## src/core/aifq_defs.vh

```
// Purpose: shared constants of the interrupt, format and sample queue back end
// Assumes: byte-wide register port, 13-bit raw samples at 4 mg per step
// Notes: definitions only
`ifndef AIFQ_DEFS_VH
`define AIFQ_DEFS_VH

// register offsets
`define AIFQ_OFS_INT_ENABLE 8'h2E
`define AIFQ_OFS_PIN_SELECT 8'h2F
`define AIFQ_OFS_EVT_FLAGS 8'h30
`define AIFQ_OFS_FORMAT 8'h31
`define AIFQ_OFS_X_LOW 8'h32
`define AIFQ_OFS_X_HIGH 8'h33
`define AIFQ_OFS_Y_LOW 8'h34
`define AIFQ_OFS_Y_HIGH 8'h35
`define AIFQ_OFS_Z_LOW 8'h36
`define AIFQ_OFS_Z_HIGH 8'h37
`define AIFQ_OFS_QUEUE_CTRL 8'h38
`define AIFQ_OFS_QUEUE_STATUS 8'h39

// reset values
`define AIFQ_RST_BYTE 8'h00

// event flag positions
`define AIFQ_EVT_DREADY 7
`define AIFQ_EVT_STAP 6
`define AIFQ_EVT_DTAP 5
`define AIFQ_EVT_ACT 4
`define AIFQ_EVT_INACT 3
`define AIFQ_EVT_FFALL 2
`define AIFQ_EVT_WMARK 1
`define AIFQ_EVT_OVRUN 0

// output format control fields
`define AIFQ_FMT_SELF_TEST 7
`define AIFQ_FMT_THREE_WIRE 6
`define AIFQ_FMT_INVERT 5
`define AIFQ_FMT_CONST_SCALE 3
`define AIFQ_FMT_LEFT_JUST 2
`define AIFQ_FMT_RANGE_HI 1
`define AIFQ_FMT_RANGE_LO 0

// queue control and status fields
`define AIFQ_QC_MODE_HI 7
`define AIFQ_QC_MODE_LO 6
`define AIFQ_QC_TRIG_SRC 5
`define AIFQ_QC_COUNT_HI 4
`define AIFQ_QC_COUNT_LO 0
`define AIFQ_QS_TRIGGERED 7

// queue modes
`define AIFQ_MODE_BYPASS 2'h0
`define AIFQ_MODE_FILL 2'h1
`define AIFQ_MODE_STREAM 2'h2
`define AIFQ_MODE_TRIGGER 2'h3

// queue depth
`define AIFQ_DEPTH 32
`define AIFQ_PTR_W 5

// span in raw steps of the narrowest range
`define AIFQ_SPAN_BASE 14'h0200

`endif

```

## src/core/aifq_fmt.v

```verilog
// Purpose: formats one raw axis sample by range, resolution and justification
// Assumes: raw input is signed, 4 mg per step, spans the widest range in 13 bits
// Notes: purely combinational, one instance per axis
`timescale 1ns/1ps
`include "aifq_defs.vh"

module aifq_fmt #(
	parameter signed [13:0] ST_SHIFT = 14'sh0040
) (
	input wire signed [12:0] i_raw,
	input wire [1:0] i_range,
	input wire i_const_scale,
	input wire i_left_just,
	input wire i_self_test,
	output reg [15:0] o_word
);

	reg signed [13:0] biased;
	reg signed [13:0] lim;
	reg signed [13:0] clip;
	reg signed [13:0] val;
	reg [4:0] width;
	reg [15:0] ext;

	// stimulus, clipping, scaling and placement in one pass
	always @* begin
		biased = {i_raw[12], i_raw} + (i_self_test ? ST_SHIFT : 14'sh0000);
		lim = $signed(`AIFQ_SPAN_BASE << i_range);
		clip = biased;
		if (i_range != 2'h3) begin
			// narrow ranges saturate instead of wrapping
			if (biased >= lim)
				clip = lim - 14'sh0001;
			else if (biased < -lim)
				clip = -lim;
		end else begin
			// widest range keeps the 13-bit field as is
			clip = {biased[12], biased[12:0]};
		end
		// fixed 10-bit mode scales by range, constant scale keeps 4 mg steps
		if (i_const_scale) begin
			val = clip;
			width = 5'd10 + {3'd0, i_range};
		end else begin
			val = clip >>> i_range;
			width = 5'd10;
		end
		ext = {{2{val[13]}}, val};
		// left placement puts the top bit at bit 15, right keeps sign extension
		if (i_left_just)
			o_word = ext << (5'd16 - width);
		else
			o_word = ext;
	end

endmodule // aifq_fmt

```

## src/core/aifq_top.v

```verilog
// Purpose: interrupt routing, event flags, sample formatting and 32-entry sample queue
// Assumes: byte register port and detector events run on i_core_clk
// Notes: detection, power control and serial protocol engines sit outside
`timescale 1ns/1ps
`include "aifq_defs.vh"

module aifq_top #(
	parameter DEPTH = `AIFQ_DEPTH,
	parameter PTR_W = `AIFQ_PTR_W
) (
	input wire i_core_clk,
	input wire i_srst,
	input wire [7:0] i_reg_addr,
	input wire i_reg_wr,
	input wire [7:0] i_reg_wdata,
	input wire i_reg_rd,
	input wire i_reg_xfer_end,
	output reg [7:0] o_reg_rdata,
	input wire i_sample_valid,
	input wire [12:0] i_x_raw,
	input wire [12:0] i_y_raw,
	input wire [12:0] i_z_raw,
	input wire i_evt_single_tap,
	input wire i_evt_double_tap,
	input wire i_evt_activity,
	input wire i_evt_inactivity,
	input wire i_evt_free_fall,
	output reg o_irq_pin_a,
	output reg o_irq_pin_b,
	output wire o_spi_three_wire,
	output wire o_self_test
);

	localparam [6:0] FULL_COUNT = DEPTH;

	// software registers
	reg [7:0] int_enable;
	reg [7:0] interrupt_pin_select;
	reg [7:0] output_format_ctrl;
	reg [7:0] sample_queue_ctrl;

	// event state
	reg [6:2] evt_sticky;
	reg overrun;
	reg queue_triggered;
	reg trig_level_d;
	reg data_read_seen;

	// queue storage and the output stage
	reg [47:0] mem [0:DEPTH-1];
	reg [PTR_W-1:0] wr_ptr;
	reg [PTR_W-1:0] rd_ptr;
	reg [6:0] count;
	reg [47:0] out_stage;
	reg out_valid;

	wire [15:0] fmt_x;
	wire [15:0] fmt_y;
	wire [15:0] fmt_z;
	wire [1:0] mode;
	wire [4:0] wm_level;
	wire [6:0] entries;
	wire [7:0] evt_flags;
	wire [7:0] routed;
	wire level_a;
	wire level_b;
	wire trig_level;
	wire trig_rise;
	wire wmark;
	wire pop;
	wire rd_flags;
	wire wr_qctrl;
	wire load_out;
	reg push;
	reg drop;
	reg lost;

	function is_data_addr;
		input [7:0] a;
		begin
			is_data_addr = (a >= `AIFQ_OFS_X_LOW) && (a <= `AIFQ_OFS_Z_HIGH);
		end
	endfunction

	// three axis formatters share one set of format controls
	aifq_fmt u_fmt_x (
		.i_raw(i_x_raw),
		.i_range(output_format_ctrl[`AIFQ_FMT_RANGE_HI:`AIFQ_FMT_RANGE_LO]),
		.i_const_scale(output_format_ctrl[`AIFQ_FMT_CONST_SCALE]),
		.i_left_just(output_format_ctrl[`AIFQ_FMT_LEFT_JUST]),
		.i_self_test(output_format_ctrl[`AIFQ_FMT_SELF_TEST]),
		.o_word(fmt_x)
	);
	aifq_fmt u_fmt_y (
		.i_raw(i_y_raw),
		.i_range(output_format_ctrl[`AIFQ_FMT_RANGE_HI:`AIFQ_FMT_RANGE_LO]),
		.i_const_scale(output_format_ctrl[`AIFQ_FMT_CONST_SCALE]),
		.i_left_just(output_format_ctrl[`AIFQ_FMT_LEFT_JUST]),
		.i_self_test(output_format_ctrl[`AIFQ_FMT_SELF_TEST]),
		.o_word(fmt_y)
	);
	aifq_fmt u_fmt_z (
		.i_raw(i_z_raw),
		.i_range(output_format_ctrl[`AIFQ_FMT_RANGE_HI:`AIFQ_FMT_RANGE_LO]),
		.i_const_scale(output_format_ctrl[`AIFQ_FMT_CONST_SCALE]),
		.i_left_just(output_format_ctrl[`AIFQ_FMT_LEFT_JUST]),
		.i_self_test(output_format_ctrl[`AIFQ_FMT_SELF_TEST]),
		.o_word(fmt_z)
	);

	// control bits that leave the block directly
	assign o_self_test = output_format_ctrl[`AIFQ_FMT_SELF_TEST];
	assign o_spi_three_wire = output_format_ctrl[`AIFQ_FMT_THREE_WIRE];

	assign mode = sample_queue_ctrl[`AIFQ_QC_MODE_HI:`AIFQ_QC_MODE_LO];
	assign wm_level = sample_queue_ctrl[`AIFQ_QC_COUNT_HI:`AIFQ_QC_COUNT_LO];
	assign entries = count + {6'd0, out_valid};

	// watermark is a level on the entry count in fill and stream modes, so it falls as reads drain the queue; a zero setting holds it set
	assign wmark = (wm_level == 5'd0) ||
		(((mode == `AIFQ_MODE_FILL) || (mode == `AIFQ_MODE_STREAM)) &&
		(entries >= {2'd0, wm_level}));

	// data-ready and watermark follow queue contents, not the enables
	assign evt_flags = {out_valid, evt_sticky, wmark, overrun};

	// enable gates only the pin path; routing splits by bit value
	assign routed = evt_flags & int_enable;
	assign level_a = |(routed & ~interrupt_pin_select);
	assign level_b = |(routed & interrupt_pin_select);

	// trigger follows the internal pin level before polarity is applied
	assign trig_level = sample_queue_ctrl[`AIFQ_QC_TRIG_SRC] ? level_b : level_a;
	assign trig_rise = trig_level && !trig_level_d;

	assign rd_flags = i_reg_rd && (i_reg_addr == `AIFQ_OFS_EVT_FLAGS);
	assign wr_qctrl = i_reg_wr && (i_reg_addr == `AIFQ_OFS_QUEUE_CTRL);

	// a level pops once per transfer, however many data bytes it read
	assign pop = i_reg_xfer_end && out_valid &&
		(data_read_seen || (i_reg_rd && is_data_addr(i_reg_addr)));

	// output stage refills from the queue head whenever it is empty
	assign load_out = !out_valid && (count != 7'd0) && (mode != `AIFQ_MODE_BYPASS);

	// admission decision per mode
	always @* begin
		push = 1'b0;
		drop = 1'b0;
		lost = 1'b0;
		if (i_sample_valid && (mode != `AIFQ_MODE_BYPASS)) begin
			case (mode)
				`AIFQ_MODE_FILL: begin
					push = (count < FULL_COUNT);
					lost = !push;
				end
				`AIFQ_MODE_STREAM: begin
					push = 1'b1;
					drop = (count == FULL_COUNT) && !load_out;
					lost = drop;
				end
				`AIFQ_MODE_TRIGGER: begin
					if (queue_triggered) begin
						push = (count < FULL_COUNT);
						lost = !push;
					end else if (count < {2'd0, wm_level}) begin
						push = 1'b1;
					end else if (count != 7'd0) begin
						push = 1'b1;
						drop = !load_out;
					end
				end
				default: begin
					push = 1'b0;
				end
			endcase
		end
	end

	// register writes
	always @(posedge i_core_clk) begin
		if (i_srst) begin
			int_enable <= `AIFQ_RST_BYTE;
			interrupt_pin_select <= `AIFQ_RST_BYTE;
			output_format_ctrl <= `AIFQ_RST_BYTE;
			sample_queue_ctrl <= `AIFQ_RST_BYTE;
		end else if (i_reg_wr) begin
			case (i_reg_addr)
				`AIFQ_OFS_INT_ENABLE: int_enable <= i_reg_wdata;
				`AIFQ_OFS_PIN_SELECT: interrupt_pin_select <= i_reg_wdata;
				`AIFQ_OFS_FORMAT: output_format_ctrl <= i_reg_wdata & 8'hEF;
				`AIFQ_OFS_QUEUE_CTRL: sample_queue_ctrl <= i_reg_wdata;
				default: begin
				end
			endcase
		end
	end

	// register reads, registered one cycle after the strobe
	always @(posedge i_core_clk) begin
		if (i_srst) begin
			o_reg_rdata <= `AIFQ_RST_BYTE;
		end else if (i_reg_rd) begin
			case (i_reg_addr)
				`AIFQ_OFS_INT_ENABLE: o_reg_rdata <= int_enable;
				`AIFQ_OFS_PIN_SELECT: o_reg_rdata <= interrupt_pin_select;
				`AIFQ_OFS_EVT_FLAGS: o_reg_rdata <= evt_flags;
				`AIFQ_OFS_FORMAT: o_reg_rdata <= output_format_ctrl;
				`AIFQ_OFS_X_LOW: o_reg_rdata <= out_stage[7:0];
				`AIFQ_OFS_X_HIGH: o_reg_rdata <= out_stage[15:8];
				`AIFQ_OFS_Y_LOW: o_reg_rdata <= out_stage[23:16];
				`AIFQ_OFS_Y_HIGH: o_reg_rdata <= out_stage[31:24];
				`AIFQ_OFS_Z_LOW: o_reg_rdata <= out_stage[39:32];
				`AIFQ_OFS_Z_HIGH: o_reg_rdata <= out_stage[47:40];
				`AIFQ_OFS_QUEUE_CTRL: o_reg_rdata <= sample_queue_ctrl;
				`AIFQ_OFS_QUEUE_STATUS: o_reg_rdata <= {queue_triggered, 1'b0, entries[5:0]};
				default: o_reg_rdata <= `AIFQ_RST_BYTE;
			endcase
		end
	end

	// sticky detector flags: a new event beats the read that clears it
	always @(posedge i_core_clk) begin
		if (i_srst) begin
			evt_sticky <= 5'h00;
		end else begin
			evt_sticky <= (rd_flags ? 5'h00 : evt_sticky) | {i_evt_single_tap,
				i_evt_double_tap, i_evt_activity, i_evt_inactivity, i_evt_free_fall};
		end
	end

	// overrun marks a lost sample and clears with the next data pop
	always @(posedge i_core_clk) begin
		if (i_srst) begin
			overrun <= 1'b0;
		end else if (lost || (i_sample_valid && mode == `AIFQ_MODE_BYPASS && out_valid && !pop)) begin
			overrun <= 1'b1;
		end else if (pop) begin
			overrun <= 1'b0;
		end
	end

	// trigger capture; rewriting the queue control rearms it
	always @(posedge i_core_clk) begin
		if (i_srst) begin
			trig_level_d <= 1'b0;
			queue_triggered <= 1'b0;
		end else begin
			trig_level_d <= trig_level;
			if (mode == `AIFQ_MODE_TRIGGER && trig_rise)
				queue_triggered <= 1'b1;
			else if (wr_qctrl)
				queue_triggered <= 1'b0;
		end
	end

	// remember a data byte read until the transfer ends
	always @(posedge i_core_clk) begin
		if (i_srst)
			data_read_seen <= 1'b0;
		else if (i_reg_xfer_end)
			data_read_seen <= 1'b0;
		else if (i_reg_rd && is_data_addr(i_reg_addr))
			data_read_seen <= 1'b1;
	end

	// queue pointers and occupancy; entering bypass flushes stale levels
	always @(posedge i_core_clk) begin
		if (i_srst) begin
			wr_ptr <= {PTR_W{1'b0}};
			rd_ptr <= {PTR_W{1'b0}};
			count <= 7'd0;
		end else if (mode == `AIFQ_MODE_BYPASS) begin
			wr_ptr <= {PTR_W{1'b0}};
			rd_ptr <= {PTR_W{1'b0}};
			count <= 7'd0;
		end else begin
			if (push)
				wr_ptr <= wr_ptr + 1'b1;
			if (load_out || drop)
				rd_ptr <= rd_ptr + 1'b1;
			count <= count + {6'd0, push} - {6'd0, (load_out || drop)};
		end
	end

	// entry storage, one whole three-axis set per level
	always @(posedge i_core_clk) begin
		if (push)
			mem[wr_ptr] <= {fmt_z, fmt_y, fmt_x};
	end

	// output stage: bypass takes every sample, queue modes refill from the head
	always @(posedge i_core_clk) begin
		if (i_srst) begin
			out_stage <= 48'h0000_0000_0000;
			out_valid <= 1'b0;
		end else if (mode == `AIFQ_MODE_BYPASS && i_sample_valid) begin
			out_stage <= {fmt_z, fmt_y, fmt_x};
			out_valid <= 1'b1;
		end else if (load_out) begin
			out_stage <= mem[rd_ptr];
			out_valid <= 1'b1;
		end else if (pop) begin
			out_valid <= 1'b0;
		end
	end

	// pins registered after polarity so they never glitch on decode
	always @(posedge i_core_clk) begin
		if (i_srst) begin
			o_irq_pin_a <= 1'b0;
			o_irq_pin_b <= 1'b0;
		end else begin
			o_irq_pin_a <= level_a ^ output_format_ctrl[`AIFQ_FMT_INVERT];
			o_irq_pin_b <= level_b ^ output_format_ctrl[`AIFQ_FMT_INVERT];
		end
	end

endmodule // aifq_top

```

## config.mk

```make
export PLATFORM = sky130hd
export DESIGN_NAME = aifq_top
export DESIGN_NICKNAME = d
export VERILOG_FILES = /design/src/core/aifq_fmt.v /design/src/core/aifq_top.v
export VERILOG_INCLUDE_DIRS = /design/src /design/src/core
export SDC_FILE = /design/constraint.sdc
export NUM_CORES = 2
export LEC_CHECK = 0
export ABC_CLOCK_PERIOD_IN_PS = 7500
export BUFFER_PORTS_ARGS = -buffer_cell sky130_fd_sc_hd__buf_2
export CAP_MARGIN = 15
export CORE_ASPECT_RATIO = 0.7
export CORE_UTILIZATION = 30
export DETAILED_ROUTE_END_ITERATION = 6
export SETUP_SLACK_MARGIN = 0.5
export SLEW_MARGIN = 30
export SYNTH_ARGS = -nofsm -noshare
export SYNTH_HDL_FRONTEND = slang
export SYNTH_SLANG_ARGS = --single-unit
```

## constraint.sdc

```tcl
create_clock -name i_core_clk -period 7.5 [get_ports i_core_clk]
set_clock_uncertainty 0.2 [all_clocks]
set_input_delay 1.5 -clock i_core_clk [delete_from_list [all_inputs] [get_ports i_core_clk]]
set_output_delay 1.5 -clock i_core_clk [all_outputs]
set_load 0.005 [all_outputs]
```

Word-level counts from Yosys, hierarchy flattened
Memories as Yosys holds them, arrays and structs flattened. A register that Yosys moved wholly into a read port is not among the register bits. Cells that the tools add are included.

Register bits after elaboration: 116. Memory bits (writable): 1536. Input bits: 66. Output and inout bits: 12. Word-level logic and storage cells: 159. Memories: 1.

$add $sub $neg: 12. $lt $le $gt $ge: 11. Eq/ne operators: 17. Shift operators: 7. Multiplexer cells: 45. Bitwise logic cells: 7. Reductions and logical operators: 42.

Memory list: mem (words 32, bits a word 48, read ports 1, clocked after memory_dff 1, write ports 1, line aifq_top.v:50) `reg [47:0] mem [0:DEPTH-1];`.

Operators with widths (count): $mux W14 (12); $eq A8 B6 Y1 const B (12); $mux W48 (2); $pmux W8 S12 (1); $mux W16 (3); $shl A16 B5 Y16 (3); $add A14 B14 Y14 (3); $ge A14 B14 Y1 (3); $lt A14 B14 Y1 (3); $sshr A14 B2 Y14 (3); $and A8 B8 Y8 (3); $mux W5 (4); $mux W1 (19); $logic_and A1 B1 Y1 (16); $reduce_or A8 Y1 (2); $add A7 B1 Y7 (2); $neg A14 Y14 (1); $shl A10 B2 Y14 const A (1); $sub A14 B2 Y14 const B (1); $add A5 B1 Y5 const B (2); $ge A8 B6 Y1 const B (1); $le A8 B6 Y1 const B (1); $not A8 Y8 (1); $reduce_and A2 Y1 (4); other kinds (23) (38).

Depth between registers and ports, before layout
Word-level depth: 12. Gate-level depth with buffers: 19. Depth with buffers taken out: 19.

By module
From an unflattened synthesis, not the netlist that was laid out.

Cell total of the unflattened synthesis: 3995. Area total of the unflattened synthesis: 70497.6 um2.

Modules (own cells, without submodules): aifq_top (times used 1, cells each 2963, area each 64131.5 um2, seq. area each 48546.6 um2); aifq_fmt (times used 3, cells each 344, area each 2122.0 um2, seq. area each 0.0 um2).

Least setup slack after synthesis
OpenSTA, ideal clock, no wires.

Path kind: input -> register. Start point: in i_x_raw[6]. End point: mem mem[0][15] (data pin). Library setup time: 0.478 ns. Arrival: 5.612 ns. Required time: 6.822 ns. Slack: 1.210 ns. Cell stages on the path: 15. Buffers on the path: 1. Path through: ha_1 ha_1 nand2_1 o21a_1 nor2_1 inv_1 ha_1 a21o_1 o21ai_1 clkbuf_1 nand4_1 o311ai_0 a211oi_1 and2_1 a211oi_1.

Longest elaborated chain between the ends: 9. Elaborated cells between the ends (all ways): 10. Those cells by class: add/sub (1); order compare (2); shift (2); mux (5).

Ends and longest elaborated chain: start: declaration (line aifq_top.v:20) `input wire [12:0] i_x_raw,`; $add A14 B14 Y14 * (line aifq_fmt.v:27) `biased = {i_raw[12], i_raw} + (i_self_test ? ST_SHIFT : 14'sh0000);`; $lt A14 B14 Y1 (line aifq_fmt.v:34) `else if (biased < -lim)`; $mux W14 (line aifq_fmt.v:34); $mux W14 (line aifq_fmt.v:32) `if (biased >= lim)`; $mux W14 * (line aifq_fmt.v:30) `if (i_range != 2'h3) begin`; $sshr A14 B2 Y14 (line aifq_fmt.v:45) `val = clip >>> i_range;`; $mux W14 * (line aifq_fmt.v:41) `if (i_const_scale) begin`; $shl A16 B5 Y16 (line aifq_fmt.v:51) `o_word = ext << (5'd16 - width);`; $mux W16 * (line aifq_fmt.v:50) `if (i_left_just)`; named net fmt_x[15] (line aifq_top.v:57) `wire [15:0] fmt_x;`; end: declaration (line aifq_top.v:50).

The timed path passes the listed nets; every way through them passes the cells marked *.

Worst setup path in the final report
Start point: reg output_format_ctrl[7]. End point: mem mem[26][11] (data pin).

Longest elaborated chain between the ends: 10. Elaborated cells between the ends (all ways): 11. Those cells by class: add/sub (1); order compare (2); shift (2); mux (6).

Ends and longest elaborated chain: start: declaration (line aifq_top.v:39) `reg [7:0] output_format_ctrl;`; start signal: assignment (line aifq_top.v:185) `` output_format_ctrl <= `AIFQ_RST_BYTE; ``; start signal: assignment (line aifq_top.v:191) `` `AIFQ_OFS_FORMAT: output_format_ctrl <= i_reg_wdata & 8'hEF; ``; $mux W7 * (line aifq_fmt.v:27); $add A14 B14 Y14 * (line aifq_fmt.v:27); $lt A14 B14 Y1 (line aifq_fmt.v:34); $mux W14 (line aifq_fmt.v:34); $mux W14 (line aifq_fmt.v:32); $mux W14 * (line aifq_fmt.v:30); $sshr A14 B2 Y14 (line aifq_fmt.v:45); $mux W14 * (line aifq_fmt.v:41); $shl A16 B5 Y16 (line aifq_fmt.v:51); $mux W16 * (line aifq_fmt.v:50); named net fmt_x[11] (line aifq_top.v:57).

Marked as above.

==> results by group <==
Logic synthesis
  – Register bit total from synthesis: 1657
  – Asr flop ratio synth: 0%
  – Post-Syn Area: 70100 um^2
  – Yosys warnings: 0
  – Largest area contributor in the netlist: edfxtp_1
  – Top FF cell, synth: edfxtp_1
  – Register area share after synthesis: 69.2%
  – Synth area leaders: edfxtp_1 (66%), mux4_2 (16%), dfxtp_1 (3.5%), a21oi_1 (1.2%), nor2_1 (1.2%)
  – Number of synthesized flops with an enable pin: 1536
  – Cell count after synthesis: 3906
  – Share of the synthesized area in the top cell type: 65.8%
  – Syn Area/Cell: 18.0 um^2
  – Syn_nets: 4039
  – Yosys cell types: 96
  – Count leader, synth: edfxtp_1
  – Post-synth top cells: edfxtp_1 (1536), mux4_2 (487), nor2_1 (226)

Global routing
  – Vias in the first global route: 39000
  – Pin count of the biggest net entering global routing: 79
  – First-pass GRT wire length: 303000 um
  – GRT Overall Usage: 18.0%
  – Total gr overflow: 0
  – Initial antenna violation count: 7

CTS
  – Clk pin slew, worst setup/hold paths: 0.07 ns
  – CTS sink count: 1657
  – Root buffer cell: clkbuf_16
  – Skew-Pair Late Insertion Delay: 0.80 ns
  – Hold_buf cts: 0
  – H-tree lvl count: 4
  – CTS max path bufs: 3
  – Post-CTS setup buffers: 0
  – CTS tree: built
  – Post-CTS Resized: 0
  – Inserted Clock Buffers: 155

Power
  – Leakage: 24.3 nW
  – Pwr/cell area: 235 nW/um^2
  – Peak supply drop: 0.238 mV

Drt
  – Iteration count of the initial detailed-routing pass: 6
  – DRT Wirelength: 216000 um
  – # DRC: 0
  – Via-to-Cell Ratio: 5.60
  – Initial DRC count: 5595
  – Routed WL per cell: 29.7 um
  – Post-route ant nets: 0
  – Via Count: 40700

STA
  – Final worst path period need: 6.04 ns
  – Unrepaired setup endpoints after global routing: no
  – Actual slew at the worst max-slew pin: 1.02 ns
  – Fmax: 0.166 GHz
  – Final hold vios: 0
  – Final WS setup: 1.46 ns
  – Final period util: 80.5%
  – Fin Setup TNS: 0 ns
  – Final Max Slew Viols: 0
  – Final setup viols: 0
  – Rel. slew slack: 29.8%

Placed design
  – Port bufs: 77
  – Inst Count DP: 6980
  – Dpl hpwl: 130000 um
  – Pre-CTS setup slack: 0.956 ns
  – GPL Wtd Cong: 0.951

Finish
  – Area growth syn-to-layout: 15.0%
  – Register area: 48600 um^2
  – Finished Layout Cells: 7267
  – Final Util: 34.7%
  – Fillers: 21600
  – Fin nets: 4196
  – Share of cells above drive strength 1: 26.1%
  – Area taken by multi-input logic gates: 20800 um^2

Floorplan
  – Rows: 148
  – Die ar.: 236000 um^2
  – Die X: 580 um
  – Initial core utilization: 30.2%
  – Core region area: 232000 um^2
  – Chip height: 407 um
  – IO Count: 78

Worst setup path
  – WP data arrival: 6.39 ns
  – Startpoint types: register
  – Path depth of the worst reg2reg path: 16
  – Critical-path maximum fanout: 32
  – Data required, critical path: 7.85 ns
  – Crit path kind: reg -> reg
  – Worst R2R Start: output_format_ctrl[7]
  – CP endpoint kind: register
  – Critical path launch point: output_format_ctrl[7]

Run
  – Max Cap Viol: 0

Worst hold path
  – Hold Crit Depth: 1
  – Beginning of the worst hold path: trig_level_d
  – HP Class: reg -> reg

Status
  – Outcome: completed
metrics by stage:
stage / hold slack, ns / total power [W] / cell area [um^2]
5_1_grt: 0.249 / 0.0195 / 80700
4_1_cts: 0.245 / 0.0191 / 80600
3_3_place_gp: 0.208 / 0.0111 / 75300
6_report: 0.243 / 0.0190 / 80700
2_1_floorplan: 0.201 / 0.0108 / 70100
3_5_place_dp: 0.229 / 0.0112 / 75500
path summary, 6_finish.rpt:
kind / slack [ns] / end
min: 0.24 / queue_triggered
max reg2reg: 1.46 / mem[26][11]
min reg2reg: 0.24 / queue_triggered
max: 1.46 / mem[26][11]
cell usage in the layout (no fill, tap or decap), types with 19 or more instances in the layout:
master,synthesis,routed
a221oi_1,22,22
mux4_2,487,487
a31oi_1,25,24
buf_12,0,28
clkinv_2,0,27
o22ai_1,23,19
a22oi_1,23,23
nand2_1,179,178
dfxtp_1,121,112
o21a_1,25,25
buf_4,3,124
a211oi_1,37,36
clkinv_1,2,36
a21oi_1,175,166
mux2i_1,80,73
clkbuf_1,150,26
o211ai_1,23,23
nand2b_1,21,21
nor3_1,29,28
edfxtp_1,1536,1536
o21ai_0,94,91
nor2_4,0,32
inv_1,52,52
clkbuf_16,0,155
nor2_1,226,186
ha_1,66,66
nand3_1,67,67
buf_2,55,76
registers in the layout, summed over array words and instances, names as in the netlist, named ones only:
name,count
out_stage,48
sample_queue_ctrl,8
o_reg_rdata,8
mem,1536
out_valid,1
wr_ptr,5
o_irq_pin_b,1
count,7
o_irq_pin_a,1
int_enable,8
evt_sticky,5
trig_level_d,1
rd_ptr,5
queue_triggered,1
data_read_seen,1
overrun,1
output_format_ctrl,7
interrupt_pin_select,8
cell families after synthesis:
group	count (synthesis)	synth area share [%]
flops	1657	69.2
compound gates	651	6.42
simple gates	622	4.04
mux	585	17.1
buf+inv	296	1.71
fa+ha+maj	67	1.21
xor+xnor	28	0.350
power by group:
part           switching (W)  leakage, nW  internal [W]
Clock                0.00358         2.46       0.00438
Combinational       0.000560         6.97      0.000170
Sequential         0.0000339         14.8        0.0102
metal layers:
metal  track usage, %  vias to the layer above  share of wire [%]
li1                 -                    16400                  -
met1             26.9                    21800                 44
met2             25.7                     2202                 42
met3             4.86                      297                 11
met4             4.91                        0                2.7
met5                0                        -                  0
critical path, stage by stage, from the launching register on:
cell	delay, ns
dfxtp_1	0.71
ha_1	0.31
ha_1	0.27
nand3_1	0.11
xor2_1	0.58
inv_1	0.28
ha_1	0.37
o211ai_1	0.09
nand2_1	0.13
o211a_1	0.42
nor2_1	0.22
o311ai_0	0.56
a211oi_1	0.19
and2_1	0.26
a221oi_1	0.50
and2_1	0.21
buf_4	0.32
final cells by class:
class,count,share of cell area (%)
multi-input cells,1953,25.8
inverters,58,0.270
repair buffers,238,2.62
clock buffers,182,4.95
diodes,3,0.00930
flip-flops and latches,1657,60.2
clock inverters,101,1.38
well taps,3075,4.77
No activity file was read; power rests on OpenSTA's default activity.
